$ cat src/verilog/cfg_header_map.vh
// Offsets, field positions and reset values of the bridge config header front end
// Function
// Support RO, sticky, RW and W1C field kinds
// Maker code in dword zero bits 15:0
// Part code in dword zero bits 31:16
// Command bit 0 gates primary I/O
// Command bit 1 gates primary memory
// Command bit 2 gates mastering and secondary response
// Command bit 3 reads zero, no special cycles
// Command bit 4 reads zero, no own invalidate
// Command bits 5, 7, 9 read zero
// Bit 6 lets parity events set status flag
// Bit 8 gates upstream error messages
// Bit 10 keeps legacy interrupt deasserted
// Status bit 24 sticky W1C on parity events
// Read-only and reserved command bits ignore writes
`ifndef CFG_HEADER_MAP_VH
`define CFG_HEADER_MAP_VH
`define IDENT_OFFSET 8'h00
`define CMD_STAT_OFFSET 8'h04
`define CMD_IO_BIT 0
`define CMD_MEM_BIT 1
`define CMD_MASTER_BIT 2
`define CMD_PARITY_BIT 6
`define CMD_ERRMSG_BIT 8
`define CMD_INTDIS_BIT 10
`define CMD_RW_MASK 16'h0547
`define CMD_RESET 16'h0000
`define STAT_PARITY_BIT 24
`define MAKER_IDENT_DEFAULT 16'hA5A5
`define PART_IDENT_DEFAULT 16'h5A5A
`endif

$ cat src/verilog/bridge_config_header_command.v
// Configuration header identity, command register and linked parity status flag
`timescale 1ns/10ps
`include "cfg_header_map.vh"

module bridge_config_header_command #(
  // Arbitrary identity values
  parameter [15:0] MAKER_IDENT = `MAKER_IDENT_DEFAULT,
  parameter [15:0] PART_IDENT = `PART_IDENT_DEFAULT
) (
  // Clock and reset
  input wire ref_clk_i,
  input wire rst_i,
  // Configuration access
  input wire cfg_rd_i,
  input wire cfg_wr_i,
  input wire [7:0] cfg_addr_i,
  input wire [3:0] cfg_be_i,
  input wire [31:0] cfg_wdata_i,
  output wire [31:0] cfg_rdata_o,
  output wire cfg_rvalid_o,
  // Traffic and event inputs from bridge core
  input wire pri_io_req_i,
  input wire pri_mem_req_i,
  input wire sec_fwd_req_i,
  input wire poison_cpl_i,
  input wire poison_wr_i,
  input wire err_msg_req_i,
  input wire int_req_i,
  // Gated outputs to bridge core and pins
  output wire pri_io_accept_o,
  output wire pri_mem_accept_o,
  output wire sec_fwd_accept_o,
  output wire master_en_o,
  output wire parity_resp_en_o,
  output wire err_msg_send_o,
  output wire inta_n_o,
  output wire [15:0] command_o,
  output wire parity_flag_o
);

  reg [15:0] command_control_q;
  reg [15:0] command_control_d;
  reg parity_flag_q;
  reg parity_flag_d;
  reg [31:0] rdata_q;
  reg rvalid_q;
  reg io_acc_q;
  reg mem_acc_q;
  reg fwd_acc_q;
  reg err_msg_q;
  reg inta_n_q;
  wire cmd_hit;
  wire [15:0] wmask;
  wire parity_event;
  wire parity_clear;

  assign cmd_hit = (cfg_addr_i == `CMD_STAT_OFFSET);
  // Byte enables per lane of low half
  assign wmask = {{8{cfg_be_i[1]}}, {8{cfg_be_i[0]}}};

  always @* begin
    command_control_d = command_control_q;
    if (cfg_wr_i && cmd_hit) begin
      // Only writable fields take data; the rest stay zero
      command_control_d = ((command_control_q & ~wmask) | (cfg_wdata_i[15:0] & wmask))
        & `CMD_RW_MASK;
    end
  end

  // Parity flag sets only while response enabled
  assign parity_event = command_control_q[`CMD_PARITY_BIT] && (poison_cpl_i || poison_wr_i);
  // Writing one clears, zero keeps
  assign parity_clear = cfg_wr_i && cmd_hit && cfg_be_i[3] && cfg_wdata_i[`STAT_PARITY_BIT];

  always @* begin
    parity_flag_d = parity_flag_q;
    if (parity_clear) begin
      parity_flag_d = 1'b0;
    end
    // Set beats clear so a coincident event is kept
    if (parity_event) begin
      parity_flag_d = 1'b1;
    end
  end

  always @(posedge ref_clk_i or posedge rst_i) begin
    if (rst_i) begin
      command_control_q <= `CMD_RESET;
      parity_flag_q <= 1'b0;
      rdata_q <= 32'h00000000;
      rvalid_q <= 1'b0;
      io_acc_q <= 1'b0;
      mem_acc_q <= 1'b0;
      fwd_acc_q <= 1'b0;
      err_msg_q <= 1'b0;
      inta_n_q <= 1'b1;
    end else begin
      command_control_q <= command_control_d;
      parity_flag_q <= parity_flag_d;
      rvalid_q <= cfg_rd_i;
      if (cfg_rd_i) begin
        if (cfg_addr_i == `IDENT_OFFSET) begin
          rdata_q <= {PART_IDENT, MAKER_IDENT};
        end else if (cmd_hit) begin
          rdata_q <= {7'h00, parity_flag_q, 8'h00, command_control_q};
        end else begin
          // Unmapped dwords read zero
          rdata_q <= 32'h00000000;
        end
      end
      io_acc_q <= pri_io_req_i && command_control_q[`CMD_IO_BIT];
      mem_acc_q <= pri_mem_req_i && command_control_q[`CMD_MEM_BIT];
      fwd_acc_q <= sec_fwd_req_i && command_control_q[`CMD_MASTER_BIT];
      err_msg_q <= err_msg_req_i && command_control_q[`CMD_ERRMSG_BIT];
      inta_n_q <= ~(int_req_i && !command_control_q[`CMD_INTDIS_BIT]);
    end
  end

  assign cfg_rdata_o = rdata_q;
  assign cfg_rvalid_o = rvalid_q;
  assign pri_io_accept_o = io_acc_q;
  assign pri_mem_accept_o = mem_acc_q;
  assign sec_fwd_accept_o = fwd_acc_q;
  assign master_en_o = command_control_q[`CMD_MASTER_BIT];
  assign parity_resp_en_o = command_control_q[`CMD_PARITY_BIT];
  assign err_msg_send_o = err_msg_q;
  assign inta_n_o = inta_n_q;
  assign command_o = command_control_q;
  assign parity_flag_o = parity_flag_q;

endmodule // bridge_config_header_command

$ cat config.mk
export PLATFORM = sky130hd
export DESIGN_NAME = bridge_config_header_command
export DESIGN_NICKNAME = d
export VERILOG_FILES = /design/src/verilog/bridge_config_header_command.v
export VERILOG_INCLUDE_DIRS = /design/src /design/src/verilog
export SDC_FILE = /design/constraint.sdc
export NUM_CORES = 1
export LEC_CHECK = 0
export BUFFER_PORTS_ARGS = -buffer_cell sky130_fd_sc_hd__buf_2
export CAP_MARGIN = 20
export CORE_ASPECT_RATIO = 0.7
export CORE_UTILIZATION = 35
export DETAILED_ROUTE_END_ITERATION = 8
export HOLD_SLACK_MARGIN = 0.12
export PLACE_DENSITY = 0.83
export SLEW_MARGIN = 20
export SYNTH_ARGS = -nofsm -noshare
export SYNTH_HDL_FRONTEND = slang
export SYNTH_SLANG_ARGS = --single-unit
$ cat constraint.sdc
create_clock -name ref_clk_i -period 0.85 [get_ports ref_clk_i]
set_input_delay 0.17 -clock ref_clk_i [delete_from_list [all_inputs] [get_ports ref_clk_i]]
set_output_delay 0.17 -clock ref_clk_i [all_outputs]
set_load 0.05 [all_outputs]
* Word level (Yosys, flattened, before mapping)
Cells that the tools add are included.
** Word-level totals
- Flip-flop bits (word level) :: 45
- Input bits :: 55
- Output and inout bits :: 57
- Logic and storage cells :: 32
** Operators by class
- Equal/unequal tests :: 1
- Multiplexer cells :: 4
- Bitwise gates (word level) :: 5
- Reductions and logical operators :: 13
** Operators by type and width (number)
- 31-bit two-way mux :: 1
- 25-bit two-way mux :: 1
- 11-bit bitwise AND :: 2
- 11-bit inverter :: 1
- 11-bit OR :: 1
- 1-bit logical AND :: 9
- 8-bit by 3-bit == test with 1-bit output (second input constant) :: 1
- 8-bit logical NOT :: 1
- 1-bit two-way mux :: 2
- 2-bit nonzero test :: 1
- 1-bit logical NOT :: 1
- 1-bit logical OR :: 1
- 1-bit inverter :: 1

* Depth between registers and ports, before layout
- Word-level depth :: 6
- Mapped depth :: 4
- Mapped depth without buffers :: 3

* Least setup slack after synthesis
Ideal clock, no wire load.
- Path kind :: input to register
- Start :: input port cfg_addr_i[5]
- End :: register (tool-made name)
- Library setup time :: 0.125 ns
- Arrival :: 1.362 ns
- Data required time :: 0.725 ns
- Path slack :: -0.636 ns
- Cell stages on the path :: 3
- Buffers on the path :: 0
- Path through :: or4_4 nor3_1 mux2_2
** RTL lines
- start: declaration :: RTL line bridge_config_header_command.v:16 : input wire [7:0] cfg_addr_i,

==> results.md <==
- The flow ran to the end, but the final reports show violations.
- The final reports fail on negative setup slack.
- The clock network fraction of design power is 0.259.
- The number of buffers on the longest clock path is 2.
- The multi-input gate area in the final layout is 447.9 µm².
- The average vias per placed instance is 4.349.
- The level count of the clock H-tree is 1.
- The count of antenna diodes in the layout is 0.
- For this run, the number of Yosys warnings is 0.
- For this configuration, the core starts out at a cell density of 0.3844.
- The clock transition at the registers of the reported paths is 70 ps.
- The detailed router placed 948 vias in this run.
- The final net count is 238.
- The final count of hold timing violations came to 0.
- The synthesized instance count is 104.
- Across the run, the number of max-cap violations was 0.
- The worst slack at placement is -800.6 ps.
- The share of total power dissipated in combinational logic is 0.321.
- Before antenna repair, the detailed router went through 4 iterations.
- The tightest min-delay check is of the in -> reg type.
- Yosys mapped a number of flops with a built-in enable equal to 0.
- For the finished layout, the period the worst path requires is 1334 ps.
- The antenna violation net count after detailed routing is 0.
- The layout filler cell count is 240.
- The area growth from synthesis to layout is 68.26%.
- The static leakage is 0.9705 nW.
- Synthesis instantiated 23 different standard cells from the library.
- The number of setup violations in the final report is 49.
- The number of standard cells in the layout, taps in and fillers out is 218.
- 112 I/O pins were placed.
- In the finished design, the share of the clock period the worst path needs comes to 1.570.
- The switching share of power is 0.3584.
- The core region is 0.002923 mm².
- The worst setup path is of the in -> reg kind.
- Entering global routing, the biggest net connects 17 pins.
- Clock tree synthesis found a total of 21 sinks.
- The data required time at the worst endpoint is 1000 ps.
- The synthesized design contains 21 register bits.
- The area share of the leading cell type in the synthesized netlist is 0.4454.
- For the worst flop-to-flop path, the logic depth is 2.
- The number of antenna violations at the first check in global routing came to 0.
- The register-to-register path setup slack is -110 ps.
- The detailed-placement wirelength estimate is 1719 µm.
- After detailed placement, the design holds a cell count of 197.
- The number of port buffers is 62.
- Wires add up to 2792 µm.
- The maximum vdd drop is 0.0006959 V.
- The leading register cell type out of synthesis is dfrtp_1.
- The internal power contribution is 1.655 mW.
- The die is 49.41 µm tall.
- The cell area after placement is 0.001389 mm².
- The largest fanout on the critical path is 4.
- Setup slack on the critical path of the routed design comes to -484.1 ps.
- Timing would allow up to 749.6 MHz.
- Power spread over the standard cell area amounts to 1364 mW/mm².
- Across the routed clock network, the largest skew measured is 5.136 ps.
- Across every metal layer, demand over resource in global routing totals 0.1548.
- Routability-driven placement finished with a final weighted congestion of 0.7017.
- The share of total power dissipated in sequential elements is 0.420.
- The commonest cells after synthesis are buf_4, dfrtp_1, mux2_2.
- The final instance area is 0.001891 mm².
- The horizontal die dimension is 69.72 µm.
- The startpoint of the most critical setup path is cfg_addr_i[6].
- The area of the die is 0.003445 mm².
- TritonCTS built the clock tree.
- The global-route wire length before repair is 4043 µm.
- The number of cell rows is 16.
- Setup repair after global routing could not meet its margin everywhere.
- Summed over all nets, the switching power comes to 924.6 µW.
- The clock latency reported for the late side of the worst-skew pair is 260 ps.
- Among all cell types in the netlist, the one instantiated most often is buf_4.
- Summed over all instances, the cell type with the most area after synthesis is dfrtp_1.
- TritonCTS created 3 clock buffers.
- By area the synthesized netlist is led by dfrtp_1, buf_4, mux2_2.
- The mapped netlist covers 0.001124 mm².
- The sequential cells in the finished layout cover a total of 534.3 µm².
- The element type at the critical path start is a primary input.
- Once layout is complete, the utilization of the core stands at 0.6468.
- The kind of end point of the critical path is a flop.
- Of the synthesized area, sequential elements account for 0.4688.
- The ratio of cells with drive above 1 in the final layout is 0.6429.
- The mean instance size in the synthesized netlist is 10.80 µm².
- The arrival time reported for the critical path endpoint is 1480 ps.
- In the final routed layout, each cell accounts on average for 12.81 µm.
- Total power for the finished layout comes to 2.579 mW.
- The number of max-slew violations in the final report is 0.
- The total congestion overflow after global routing is 0.
- The via count of the first global-routing pass is 833.
- For this block, the initial DRC count from the detailed router was 23.
- The fraction of registers with async set or reset after synthesis is 1.000.
- The remaining routing DRC violations is 0.
- The clock root buffer is clkbuf_8.
==> layout make-up <==
class,instances,area share
Sequential cell,21,0.2826
Multi-Input combinational cell,65,0.2369
Clock buffer,3,0.02184
Tap cell,36,0.02383
Inverter,2,0.005956
Clock inverter,1,0.003971
Timing Repair Buffer,90,0.4249
==> routing by layer <==
layer / global-route usage / share of wire / wire [µm] / up-vias
li1: - / - / - / 444
met1: 0.1870 / 0.42 / 1165 / 440
met2: 0.2702 / 0.49 / 1375 / 62
met3: 0.05372 / 0.085 / 237 / 2
met4: 0.03000 / 0.0043 / 12 / 0
met5: 0 / 0 / 0 / -
==> repair_timing <==
action	in CTS	in global routing
hold endpoints to repair	24	0
cloned	0	0
pin swaps	2	4
hold buffers	4	0
gates resized for setup	70	26
setup buffers	10	4
setup endpoints to repair	49	51
==> per-stage QoR <==
step                      hold slack, ps  setup TNS [ps]
final                              134.4          -13730
after floorplan                    145.7           -9667
after detailed placement           96.31          -11040
after global placement             96.21          -10690
after global routing               120.4          -14980
after CTS                          121.0          -13410
==> cells in the final DEF, fill, tap and decap left out, types with 3 or more instances in the layout <==
cell type / Yosys / layout
buf_6: 0 / 36
buf_2: 0 / 25
conb_1: 1 / 23
buf_4: 36 / 19
dfrtp_1: 20 / 16
buf_8: 0 / 6
nand2_1: 4 / 4
mux2_4: 0 / 4
a21oi_2: 0 / 4
and2_1: 4 / 4
dlygate4sd3_1: 0 / 4
o21ai_0: 3 / 3
nor2b_1: 3 / 3
a31o_2: 3 / 3
dfrtp_2: 0 / 3
clkbuf_8: 0 / 3
==> power by group through the flow <==
stage	Clock (mW)	Combinational (mW)	Sequential [mW]
2_1_floorplan	0	0.420	1.25
3_3_place_gp	0	0.655	1.10
3_5_place_dp	0	0.660	1.10
4_1_cts	0.691	0.807	1.08
5_1_grt	0.736	0.868	1.09
6_report	0.669	0.828	1.08
==> cells by family (layout without fill, tap and decap cells) <==
| kind of cell | count (synthesis) | in the layout | synth area share |
|---|---|---|---|
| AND/OR/NAND/NOR | 22 | 22 | 0.1358 |
| AO/OA/AOI/OAI | 14 | 14 | 0.07796 |
| flip-flops | 21 | 21 | 0.4688 |
| buffers and inverters | 40 | 96 | 0.2539 |
| multiplexers | 6 | 6 | 0.06013 |
| other | 1 | 23 | 0.003338 |
==> worst max-delay path: stages <==
cell	delay, ps
buf_6	90
or4_4	570
nor3_4	210
buf_6	150
mux2_4	290
==> worst min path at each step <==
stage / startpoint / to / slack, ps / cells after the start
after floorplan: rst_i / async pin / 150 / 1
after global placement: rst_i / sec_fwd_accept_o$_DFF_PP0_ / 100 / 2
after detailed placement: rst_i / pri_io_accept_o$_DFF_PP0_ / 100 / 2
after CTS: poison_cpl_i / parity_flag_o$_DFFE_PP0P_ / 120 / 3
after global routing: cfg_wdata_i[1] / flop / 120 / 2
final: pri_io_req_i / pri_io_accept_o$_DFF_PP0_ / 130 / 2
Power figures use the tool's default switching activity.
